===== src/aol_pkg.sv =====
// constants shared by the black-level loop and output-stage control
// assumes one 25 MHz sample clock and a zero-wait-free apb master
//
// Notes on behaviour
// - black window drives offset correction each line
// - one line is one black pulse period
// - correction is error times 0.078/(fclk*c3)
// - gain change enters lead-in with multiplied gain
// - gain select maps to 4, 8, 16, 32
// - error above 16 lsb keeps lead-in
// - small error leaves lead-in after 1-8 lines
// - preblank outside test mode isolates input, output shows clamp
// - standby, output enable, test pattern control output
// - msb and low-bit inversion of output
// - binary or gray coding, inversion applied after
// - test pattern beats preblank; else preblank beats inversion, forces clamp level
// - binary code is step n directly
// - gray code is n xor n shifted right
// - output controls live in config bits
// - window is cycles 5-12, eight samples averaged
// - latency ten sampled, nine direct input
// - clamp is 14 plus 2 lsb per step
package aol_pkg;
  // ==========================================================
  // register map
  localparam logic [7:0] ADDR_CTRL = 8'h00;
  localparam logic [7:0] ADDR_LOOP = 8'h04;
  localparam logic [7:0] ADDR_GAIN = 8'h08;
  localparam logic [7:0] ADDR_STAT = 8'h0C;
  localparam logic [7:0] ADDR_DAC = 8'h10;
  localparam int CTRL_STANDBY_CTL = 0;
  localparam int CTRL_OE = 1;
  localparam int CTRL_TEST = 2;
  localparam int CTRL_GRAY = 3;
  localparam int CTRL_LOW_BITS_INVERT = 4;
  localparam int CTRL_MSB_INVERT = 5;
  localparam int CTRL_DIRECT = 6;
  localparam int LOOP_CLAMP_LSB = 0;
  localparam int LOOP_NSEL_LSB = 8;
  localparam int LOOP_HSEL_LSB = 10;
  localparam int STAT_ERR_LSB = 16;
  localparam int STAT_LEADIN = 31;
  // ==========================================================
  // loop constants
  localparam int FCLK_MHZ = 25;
  localparam int C3_NF = 1000;
  localparam int LOOP_NUM_MILLI = 78;
  localparam int COEF_FRAC = 16;
  localparam logic [8:0] LOOP_COEF =
    9'((LOOP_NUM_MILLI * (1 << COEF_FRAC)) / (1000 * FCLK_MHZ * C3_NF / 1000));
  localparam logic [2:0] LEADIN_SHIFT_BASE = 3'h2;
  localparam logic [10:0] ERR_LIMIT = 11'h010;
  localparam logic [3:0] WIN_FIRST = 4'h5;
  localparam logic [3:0] WIN_LAST = 4'hC;
  localparam int AVG_SHIFT = 3;
  localparam logic [9:0] CLAMP_BASE = 10'h00E;
  localparam int CLAMP_STEP_SHIFT = 1;
  // ==========================================================
  // output stage constants
  localparam int LAT_SAMPLED = 10;
  localparam int LAT_DIRECT = 9;
  localparam int PIPE_DEPTH = LAT_SAMPLED - 1;
  localparam logic [9:0] TEST_PATTERN = 10'h2AA;
  localparam logic [4:0] CLAMP_RST = 5'h00;
endpackage : aol_pkg


===== src/aol_sync2.sv =====
// two-flop synchroniser for one pin level
// assumes the pin is asynchronous to clk
`timescale 1ns/1ps
module aol_sync2 (
  input wire logic clk,
  input wire logic rst,
  input wire logic ce,
  input wire logic d,
  output logic q
);
  logic meta_reg;

  always_ff @(posedge clk) begin
    if (rst) begin
      meta_reg <= 1'b0;
      q <= 1'b0;
    end else if (ce) begin
      meta_reg <= d;
      q <= meta_reg;
    end
  end
endmodule : aol_sync2


===== src/aol_out_coder.sv =====
// combinational output code selection for the ten data bits
// assumes caller registers the result
`timescale 1ns/1ps
module aol_out_coder (
  input wire logic [9:0] sample,
  input wire logic [9:0] clampLevel,
  input wire logic testSel,
  input wire logic graySel,
  input wire logic lowInv,
  input wire logic msbInv,
  input wire logic preblank,
  output logic [9:0] code
);
  logic [9:0] src;
  logic [9:0] enc;
  logic [9:0] invMask;

  always_comb begin
    src = preblank ? clampLevel : sample;
    enc = graySel ? (src ^ (src >> 1)) : src;
    invMask = {msbInv, {9{lowInv}}};
    if (testSel) begin
      // preblank is ignored in test mode
      code = aol_pkg::TEST_PATTERN ^ invMask;
    end else if (preblank) begin
      code = enc;
    end else begin
      code = enc ^ invMask;
    end
  end
endmodule : aol_out_coder


===== src/aol_offset_out_ctl.sv =====
// black-level offset loop control and adc output stage, apb slave
// assumes adcData is on clk; pins pass through two-flop synchronisers
`timescale 1ns/1ps
module aol_offset_out_ctl (
  input wire logic clk,
  input wire logic rst,
  input wire logic ce,
  input wire logic psel,
  input wire logic penable,
  input wire logic pwrite,
  input wire logic [7:0] paddr,
  input wire logic [31:0] pwdata,
  output logic [31:0] prdata,
  output logic pready,
  output logic pslverr,
  input wire logic [9:0] adcData,
  input wire logic blackWindowPulse,
  input wire logic preblankIn,
  output logic [9:0] outWord,
  output logic outWordOe,
  output logic lowPowerWait,
  output logic sampleIsolate,
  output logic [9:0] dacCode,
  output logic leadinActive
);
  // ==========================================================
  // state
  typedef struct packed {
    logic pready;
    logic pslverr;
    logic [31:0] prdata;
    logic standby;
    logic outEn;
    logic testSel;
    logic graySel;
    logic lowInv;
    logic msbInv;
    logic directMode;
    logic [4:0] clampCode;
    logic [1:0] gainSel;
    logic [1:0] cancelSel;
    logic [7:0] secondGain;
    logic pulseDly;
    logic winActive;
    logic [3:0] winCnt;
    logic [12:0] winSum;
    logic [9:0] blackAvg;
    logic signed [10:0] offErr;
    logic leadin;
    logic [3:0] cancelCnt;
    logic signed [27:0] dacAcc;
    logic [aol_pkg::PIPE_DEPTH-1:0][9:0] pipe;
    logic [9:0] outWord;
    logic outOe;
    logic lowPower;
    logic isolate;
  } aol_state_t;

  aol_state_t st_reg;
  aol_state_t st_next;

  logic pulseSync;
  logic pblkSync;
  logic pulseEdge;
  logic lineDone;
  logic inWindow;
  logic [12:0] sumNow;
  logic [9:0] avgNow;
  logic [9:0] clampLevel;
  logic signed [10:0] errNow;
  logic [10:0] errMag;
  logic signed [20:0] errProd;
  logic signed [27:0] stepVal;
  logic [2:0] gainShift;
  logic [3:0] cancelLines;
  logic [3:0] cancelInc;
  logic [9:0] tapSample;
  logic [9:0] codeNext;
  logic apbAccess;
  logic gainChange;

  aol_sync2 u_sync_pulse (
    .clk(clk),
    .rst(rst),
    .ce(ce),
    .d(blackWindowPulse),
    .q(pulseSync)
  );

  aol_sync2 u_sync_preblank_in (
    .clk(clk),
    .rst(rst),
    .ce(ce),
    .d(preblankIn),
    .q(pblkSync)
  );

  aol_out_coder u_coder (
    .sample(tapSample),
    .clampLevel(clampLevel),
    .testSel(st_reg.testSel),
    .graySel(st_reg.graySel),
    .lowInv(st_reg.lowInv),
    .msbInv(st_reg.msbInv),
    .preblank(pblkSync),
    .code(codeNext)
  );

  // ==========================================================
  // datapath terms
  always_comb begin
    clampLevel = aol_pkg::CLAMP_BASE
      + 10'({st_reg.clampCode, 1'b0});
    pulseEdge = pulseSync && !st_reg.pulseDly;
    inWindow = st_reg.winActive && (st_reg.winCnt >= aol_pkg::WIN_FIRST)
      && (st_reg.winCnt <= aol_pkg::WIN_LAST);
    lineDone = st_reg.winActive && (st_reg.winCnt == aol_pkg::WIN_LAST);
    sumNow = st_reg.winSum + {3'h0, adcData};
    avgNow = sumNow[aol_pkg::AVG_SHIFT +: 10];
    errNow = $signed({1'b0, avgNow}) - $signed({1'b0, clampLevel});
    errMag = errNow[10] ? 11'(-errNow) : errNow;
    // coefficient folds 0.078/(fclk*c3) into a q16 multiplier
    errProd = errNow * $signed({1'b0, aol_pkg::LOOP_COEF});
    gainShift = st_reg.leadin
      ? aol_pkg::LEADIN_SHIFT_BASE + {1'b0, st_reg.gainSel} : 3'h0;
    stepVal = 28'(errProd) <<< gainShift;
    cancelLines = 4'h1 << st_reg.cancelSel;
    cancelInc = st_reg.cancelCnt + 4'h1;
    tapSample = st_reg.directMode
      ? st_reg.pipe[aol_pkg::LAT_DIRECT-2]
      : st_reg.pipe[aol_pkg::LAT_SAMPLED-2];
    apbAccess = psel && penable && st_reg.pready;
    gainChange = apbAccess && pwrite && (paddr == aol_pkg::ADDR_GAIN)
      && (pwdata[7:0] != st_reg.secondGain);
  end

  // ==========================================================
  // next state
  always_comb begin
    st_next = st_reg;
    // apb: one wait state, answer registered
    st_next.pready = psel && penable && !st_reg.pready;
    st_next.pslverr = 1'b0;
    st_next.prdata = 32'h0000_0000;
    if (psel && penable && !st_reg.pready) begin
      case (paddr)
        aol_pkg::ADDR_CTRL: begin
          st_next.prdata[aol_pkg::CTRL_STANDBY_CTL] = st_reg.standby;
          st_next.prdata[aol_pkg::CTRL_OE] = st_reg.outEn;
          st_next.prdata[aol_pkg::CTRL_TEST] = st_reg.testSel;
          st_next.prdata[aol_pkg::CTRL_GRAY] = st_reg.graySel;
          st_next.prdata[aol_pkg::CTRL_LOW_BITS_INVERT] = st_reg.lowInv;
          st_next.prdata[aol_pkg::CTRL_MSB_INVERT] = st_reg.msbInv;
          st_next.prdata[aol_pkg::CTRL_DIRECT] = st_reg.directMode;
        end
        aol_pkg::ADDR_LOOP: begin
          st_next.prdata[aol_pkg::LOOP_CLAMP_LSB +: 5] = st_reg.clampCode;
          st_next.prdata[aol_pkg::LOOP_NSEL_LSB +: 2] = st_reg.gainSel;
          st_next.prdata[aol_pkg::LOOP_HSEL_LSB +: 2] = st_reg.cancelSel;
        end
        aol_pkg::ADDR_GAIN: st_next.prdata[7:0] = st_reg.secondGain;
        aol_pkg::ADDR_STAT: begin
          st_next.prdata[9:0] = st_reg.blackAvg;
          st_next.prdata[aol_pkg::STAT_ERR_LSB +: 11] = st_reg.offErr;
          st_next.prdata[aol_pkg::STAT_LEADIN] = st_reg.leadin;
        end
        aol_pkg::ADDR_DAC: st_next.prdata[9:0] = st_reg.dacAcc[25:16];
        default: st_next.pslverr = 1'b1;
      endcase
    end
    if (apbAccess && pwrite) begin
      case (paddr)
        aol_pkg::ADDR_CTRL: begin
          st_next.standby = pwdata[aol_pkg::CTRL_STANDBY_CTL];
          st_next.outEn = pwdata[aol_pkg::CTRL_OE];
          st_next.testSel = pwdata[aol_pkg::CTRL_TEST];
          st_next.graySel = pwdata[aol_pkg::CTRL_GRAY];
          st_next.lowInv = pwdata[aol_pkg::CTRL_LOW_BITS_INVERT];
          st_next.msbInv = pwdata[aol_pkg::CTRL_MSB_INVERT];
          st_next.directMode = pwdata[aol_pkg::CTRL_DIRECT];
        end
        aol_pkg::ADDR_LOOP: begin
          st_next.clampCode = pwdata[aol_pkg::LOOP_CLAMP_LSB +: 5];
          st_next.gainSel = pwdata[aol_pkg::LOOP_NSEL_LSB +: 2];
          st_next.cancelSel = pwdata[aol_pkg::LOOP_HSEL_LSB +: 2];
        end
        aol_pkg::ADDR_GAIN: st_next.secondGain = pwdata[7:0];
        default: begin
        end
      endcase
    end
    // black window: counter restarts on each pulse edge
    st_next.pulseDly = pulseSync;
    if (pulseEdge) begin
      st_next.winActive = 1'b1;
      st_next.winCnt = 4'h1;
      st_next.winSum = 13'h0000;
    end else if (st_reg.winActive) begin
      st_next.winCnt = st_reg.winCnt + 4'h1;
      if (inWindow) begin
        st_next.winSum = sumNow;
      end
      if (lineDone) begin
        st_next.winActive = 1'b0;
        st_next.blackAvg = avgNow;
        st_next.offErr = errNow;
        // negative feedback: raise black level when below clamp
        st_next.dacAcc = st_reg.dacAcc - stepVal;
        if (st_reg.leadin) begin
          if (errMag > aol_pkg::ERR_LIMIT) begin
            st_next.cancelCnt = 4'h0;
          end else if (cancelInc >= cancelLines) begin
            st_next.leadin = 1'b0;
            st_next.cancelCnt = 4'h0;
          end else begin
            st_next.cancelCnt = cancelInc;
          end
        end
      end
    end
    // a gain change wins over a lead-in exit in the same cycle
    if (gainChange) begin
      st_next.leadin = 1'b1;
      st_next.cancelCnt = 4'h0;
    end
    // output stage
    st_next.pipe[0] = adcData;
    for (int i = 1; i < aol_pkg::PIPE_DEPTH; i++) begin
      st_next.pipe[i] = st_reg.pipe[i-1];
    end
    st_next.outWord = codeNext;
    st_next.outOe = !st_reg.standby && st_reg.outEn;
    st_next.lowPower = st_reg.standby;
    st_next.isolate = pblkSync && !st_reg.testSel;
  end

  always_ff @(posedge clk) begin
    if (rst) begin
      st_reg <= '0;
    end else if (ce) begin
      st_reg <= st_next;
    end
  end

  always_comb begin
    prdata = st_reg.prdata;
    pready = st_reg.pready;
    pslverr = st_reg.pslverr;
    outWord = st_reg.outWord;
    outWordOe = st_reg.outOe;
    lowPowerWait = st_reg.lowPower;
    sampleIsolate = st_reg.isolate;
    dacCode = st_reg.dacAcc[25:16];
    leadinActive = st_reg.leadin;
  end
endmodule : aol_offset_out_ctl


===== config.mk =====
export PLATFORM = sky130hd
export DESIGN_NAME = aol_offset_out_ctl
export DESIGN_NICKNAME = d
export VERILOG_FILES = /design/src/aol_pkg.sv /design/src/aol_sync2.sv /design/src/aol_out_coder.sv /design/src/aol_offset_out_ctl.sv
export SDC_FILE = /design/constraint.sdc
export NUM_CORES = 1
export LEC_CHECK = 0
export BUFFER_PORTS_ARGS = -buffer_cell sky130_fd_sc_hd__buf_2
export CORE_UTILIZATION = 55
export DETAILED_ROUTE_END_ITERATION = 10
export HOLD_SLACK_MARGIN = 0.15
export PLACE_DENSITY = 0.74
export SETUP_SLACK_MARGIN = 0.15
export SLEW_MARGIN = 20
export SYNTH_ARGS = -nofsm -noshare
export SYNTH_HDL_FRONTEND = slang
export SYNTH_SLANG_ARGS = --single-unit

===== constraint.sdc =====
create_clock -name clk -period 8.9 [get_ports clk]
set_input_delay 0.89 -clock clk [delete_from_list [all_inputs] [get_ports clk]]
set_output_delay 0.89 -clock clk [all_outputs]
set_load 0.05 [all_outputs]

# Yosys cells after proc, flatten, opt, wreduce, memory -nomap -nowiden
# Cells that the tools add are included.
# op_classes
n_mul	1
bitwise_logic	4
mux	30
order_cmp	4
add_sub_neg	8
shifts	2
reduce_logical	31
eq_ne	7
# ops
operator	n
two-way mux 72 bit	1
two-way mux 54 bit	1
two-way mux 10 bit	5
two-way mux 11 bit	3
two-way mux 33 bit	1
<<< shifter 20 x 3 -> 28 bit	1
subtractor 28 bit	1
case mux 5 bit (5 select lines)	1
multiplier 11 x 7 -> 18 bit (second input constant)	1
two-way mux 18 bit	1
== test 8 x 4 -> 1 bit (second input constant)	2
adder 13 x 10 -> 13 bit	1
two-way mux 13 bit	1
logical AND 1 bit	12
two-way mux 12 bit	1
AND reduction 3 bit	4
greater-than comparator 11 x 5 -> 1 bit (second input constant)	1
negator 11 bit	1
subtractor 10 x 7 -> 11 bit	1
two-way mux 5 bit	2
nonzero test 2 bit	5
XOR 10 bit	1
XOR 10 x 9 -> 10 bit	1
adder 4 x 1 -> 4 bit (second input constant)	2
other kinds (26)	36
# totals
elab_cells	127
out_inout_bits	58
register_bits	230
input_bits	58

# Longest topological paths before layout
# logic_depth
ltp_word	11
depth_mapped	46
depth_no_buf	46

# By module
# From an unflattened synthesis, not the netlist that was laid out.
# hier_totals
hier_cells	1670
hier_area_um2	14159.8
# modules_own_cells
module	n_inst	cells_each	area_per_inst_um2	seq_area_each_um2
aol_offset_out_ctl	1	1576	13461.7	4424.2
aol_out_coder	1	82	563.0	0.0
aol_sync2	2	6	67.6	40.0

# Worst setup path before layout
# No wires, ideal clock.
# synth_path
kind	input to register
from	input adcData[0]
to	register st_reg, in the netlist dacCode[9]
slack_ps	87
cell_stages	44
arrival_time_ps	8696
cell_sequence	ha_1 -> inv_1 -> fa_1 -> nand2b_1 -> nand2b_1 -> a21oi_1 -> xnor2_1 -> inv_1 -> ha_1 -> inv_1 -> ha_1 -> nor4_1 -> nor3_1 -> a21oi_1 -> o21bai_1 -> a211o_1 -> xnor2_1 -> inv_1 -> (+8 left out) -> or2_2 -> o21ai_0 -> o211ai_1 -> xnor2_1 -> inv_1 -> nor2_1 -> a31oi_1 -> ha_1 -> o21a_1 -> o21ai_0 -> nand2b_1 -> nand2_1 -> nand2_1 -> o21ai_0 -> a31oi_1 -> xnor2_1 -> a21oi_1 -> a31o_2
# synth_between
elab_chain_len	5
# synth_lines
element	line_no	rtl
start: declaration	aol_offset_out_ctl.sv:16	input wire logic [9:0] adcData,
adder 13 x 10 -> 13 bit	aol_offset_out_ctl.sv:118	sumNow = st_reg.winSum + {3'h0, adcData};
subtractor 10 x 7 -> 11 bit	aol_offset_out_ctl.sv:120	errNow = $signed({1'b0, avgNow}) - $signed({1'b0, clampLevel});
named net errNow[9]	aol_offset_out_ctl.sv:70	logic signed [10:0] errNow;
multiplier 11 x 7 -> 18 bit	aol_offset_out_ctl.sv:123	errProd = errNow * $signed({1'b0, aol_pkg::LOOP_COEF});
<<< shifter 20 x 3 -> 28 bit	aol_offset_out_ctl.sv:126	stepVal = 28'(errProd) <<< gainShift;
subtractor 28 bit	aol_offset_out_ctl.sv:208	st_next.dacAcc = st_reg.dacAcc - stepVal;
end signal: assignment	aol_offset_out_ctl.sv:241	st_reg <= st_next;
end: declaration	aol_offset_out_ctl.sv:59	aol_state_t st_reg;
# The timed path passes the listed nets, and every way through them passes these cells.
# A chain may end at the register's enable or synchronous reset.

# Worst setup path in the final report
# layout_path
from	input adcData[0]
to	register st_reg, in the netlist dacCode[9]
# layout_between
elab_chain_len	5
# layout_lines
element	line_no
adder 13 x 10 -> 13 bit	aol_offset_out_ctl.sv:118
subtractor 10 x 7 -> 11 bit	aol_offset_out_ctl.sv:120
multiplier 11 x 7 -> 18 bit	aol_offset_out_ctl.sv:123
<<< shifter 20 x 3 -> 28 bit	aol_offset_out_ctl.sv:126
subtractor 28 bit	aol_offset_out_ctl.sv:208
# Every way passes these cells.

==> impl_results.md <==
* Worst path bufs/invs at 7
* Max capacitance violation total at 0
* FF+latch count, synth at 225
* Final nets at 1910
* Overall routed net length at 33000 um
* EDFF count, synth at 0
* CP max stage delay at 0.54 ns
* Port Buffers at 87
* Synth Warn # at 0
* Number of diodes at 0
* Max reg flops at 90
* Least-Margin Pin Slew at 1.07 ns
* Clock sink total at 225
* CTS tree: built
* Post-DP HPWL at 23700 um
* Die width at 162 um
* Hold Path Class: flip-flop to flip-flop
* Startpoint Class: input port
* Crit path DAT at 8.75 ns
* Vias post-DR at 11800
* DRC Markers at 0
* Leak at 7.02 nW
* Post-placement setup slack at -0.141 ns
* First drt pass iteration count at 6
* Final Max Slew Viols at 0
* Crit path capture type: flip-flop
* Skew-Pair Late Insertion Delay at 0.53 ns
* Initial antenna violation count at 0
* Top Family by Delay on Critical Path: adder cells
* Die Ht at 162 um
* Fin Setup TNS at 0 ns
* # H-tree levels at 1
* Worst endpoint required time at 9.32 ns
* Total gr overflow at 0
* Area delta synth->final at 13.2%
* Asr flop ratio synth at 0
* Final period utilization at 0.935
* GP Congestion at 0.914
* Pwr/cell area at 214 nW/um^2
* Final Instance Area at 15900 sq um
* FF-to-FF Start: st_reg[157]$_SDFFE_PP0P_
* Final worst slack at 0.574 ns
* Num CTS Buffers at 25
* Hold Path Origin: st_reg[140]$_SDFFE_PP0P_
* Hold endpoint: st_reg[140]$_SDFFE_PP0P_
* Crit-path slowest cell: fa_1
* Placed Area at 14900 sq um
* CP Max Fanout at 4
* Largest net degree at the start of global routing at 145
* Post-Syn Area at 14000 sq um
* Run status: completed
* Peak supply drop at 151 uV
* Cells after synthesis at 1659
* Core footprint at 25100 sq um
* Detailed Route Iter0 Violations at 812
* Hold Path Stages at 2
* Final Total Pwr at 3.39 mW
* Initial Util at 0.558
* Min Tclk post-route at 8.33 ns
* Wire length per cell at 15.8 um
* Top-Level Pins at 116
* Post-synthesis sequential area ratio at 0.321
* Max_slew headroom at 0.287
* Crit path kind: input port to flip-flop
* Reg2Reg Depth at 43
* Final hold vios at 0
* DR vias/cell at 5.65
* Layout cells sized above 1 at 0.157
* Final Util at 0.632
* Fmax at 120 MHz
* Clock buffer depth at 3
* Floorplan row count at 58
* Routed Antenna Nets at 0
* Clk_skew at 0.0198 ns
* Final Setup Violations at 0
* Die area at 26100 sq um
* Fill cell count at 2113
* Synth unique cells at 80
* Top_reg_cell synth: dfxtp_1
* First-pass GRT wire length at 53200 um
* Crit-path most repeated cell: ha_1
* Clock-pin slew on the worst setup and hold paths at 0.06 ns
* RSZ-0062 raised after global routing: no
* RR Endpoint: dacCode[9]$_SDFFE_PP0P_
* R2R Setup Slk at 0.72 ns
* Vias in the first global route at 10700
* Synth Area per Inst at 8.45 sq um
* Clock root cell: clkbuf_16
* Overall routing resource usage at 0.248
* Hold_buf cts at 0
## where the power goes
| part | switching, mW | internal [mW] |
|---|---|---|
| Sequential | 0.00652 | 1.02 |
| Clock | 0.424 | 0.600 |
| Combinational | 0.692 | 0.652 |
## metrics by stage
step	instances	hold WS, ns
6_report	2085	0.458
5_1_grt	2085	0.479
4_1_cts	2079	0.456
3_5_place_dp	2036	0.448
3_3_place_gp	2036	0.443
2_1_floorplan	1666	0.436
## timing repair
action,CTS,global route
setup endpoints to repair,0,8
buffers inserted,0,6
resized for setup,0,27
## layout by cell type, fill, tap and decap left out, types with 6 or more instances in the layout
cell type  netlist  layout
buf_2            1      85
dfxtp_1        225     225
nor2_1         235     233
a21oi_2          1       8
a211oi_1        20      19
o211ai_1        11      11
ha_1            96      93
conb_1           1       8
buf_4           52      95
a31oi_1         10      10
inv_1           83      83
nor3_1          24      23
mux2i_1        163     163
nor2b_1         13      12
xor2_1          38      38
o21a_1           7       7
a22oi_1         32      32
o21ai_0         53      51
nand3_1         19      18
nand2b_1        19      18
a21oi_1        106      99
nand4_1          7       7
a21o_1          20      20
and3_1          11      10
fa_1            17      16
nand2_1        147     147
xnor2_1         49      47
a211o_1          6       6
clkbuf_16        0      25
or3_1            8       7
## tightest hold or removal path: cells and delay by family (launching register included)
kind	cells	cell delay [ns]
flops	1	0.31
simple gates	1	0.05
compound gates	1	0.05
## kinds of logic after synthesis
kind of cell / share of synthesized area
AND/OR/NAND/NOR: 0.158
AO/OA/AOI/OAI: 0.155
flip-flops: 0.321
buffers and inverters: 0.0737
multiplexers: 0.120
adder cells (fa/ha/maj): 0.110
XOR/XNOR: 0.0605
other: 0.000268
## layer usage
| layer | wire, um | track usage | vias to the layer above |
|---|---|---|---|
| li1 | - | - | 5858 |
| met1 | 15600 | 0.346 | 5540 |
| met2 | 14600 | 0.396 | 323 |
| met3 | 2030 | 0.0357 | 52 |
| met4 | 672 | 0.0703 | 0 |
| met5 | 0 | 0 | - |
## layout make-up
cell class,instances,area (sq um),share of cell area
clock buffers,31,678,0.0427
flip-flops and latches,225,4500,0.284
repair buffers,182,1160,0.0732
well taps,330,413,0.0260
inverters,85,319,0.0201
clock inverters,12,136,0.00859
multi-input cells,1220,8660,0.546
## worst max-delay path by stage
stage | startpoint | to | slack (ns) | cells past startpoint
after detailed placement | adcData[0] | dacCode[9]$_SDFFE_PP0P_ | -0.14 | 46
after global routing | adcData[0] | dacCode[6]$_SDFFE_PP0P_ | 0.13 | 44
after floorplan | adcData[0] | dacCode[9]$_SDFFE_PP0P_ | 0.16 | 43
after CTS | adcData[0] | dacCode[6]$_SDFFE_PP0P_ | 0.33 | 42
after global placement | adcData[0] | dacCode[9]$_SDFFE_PP0P_ | -0.008 | 46
final | adcData[0] | dacCode[9]$_SDFFE_PP0P_ | 0.57 | 44
## synth_stat cells (6+ instances only)
library cell  number  area [sq um]
nor2_1           235           882
dfxtp_1          225          4500
mux2i_1          163          1630
nand2_1          147           552
a21oi_1          106           531
ha_1              96          1200
inv_1             83           312
clkbuf_1          66           248
o21ai_0           53           265
buf_4             52           390
xnor2_1           49           429
xor2_1            38           333
a22oi_1           32           240
nor3_1            24           120
a211oi_1          20           150
a21o_1            20           150
nand2b_1          19           119
nand3_1           19          95.1
fa_1              17           340
buf_1             16          60.1
nor2b_1           13          81.3
and3_1            11          68.8
o211ai_1          11          82.6
a31oi_1           10          62.6
or3_1              8          50.1
nand4_1            7          43.8
nor4_1             7          43.8
o21a_1             7          52.6
a211o_1            6          52.6
Note: power is estimated with default switching activity, not from simulation.
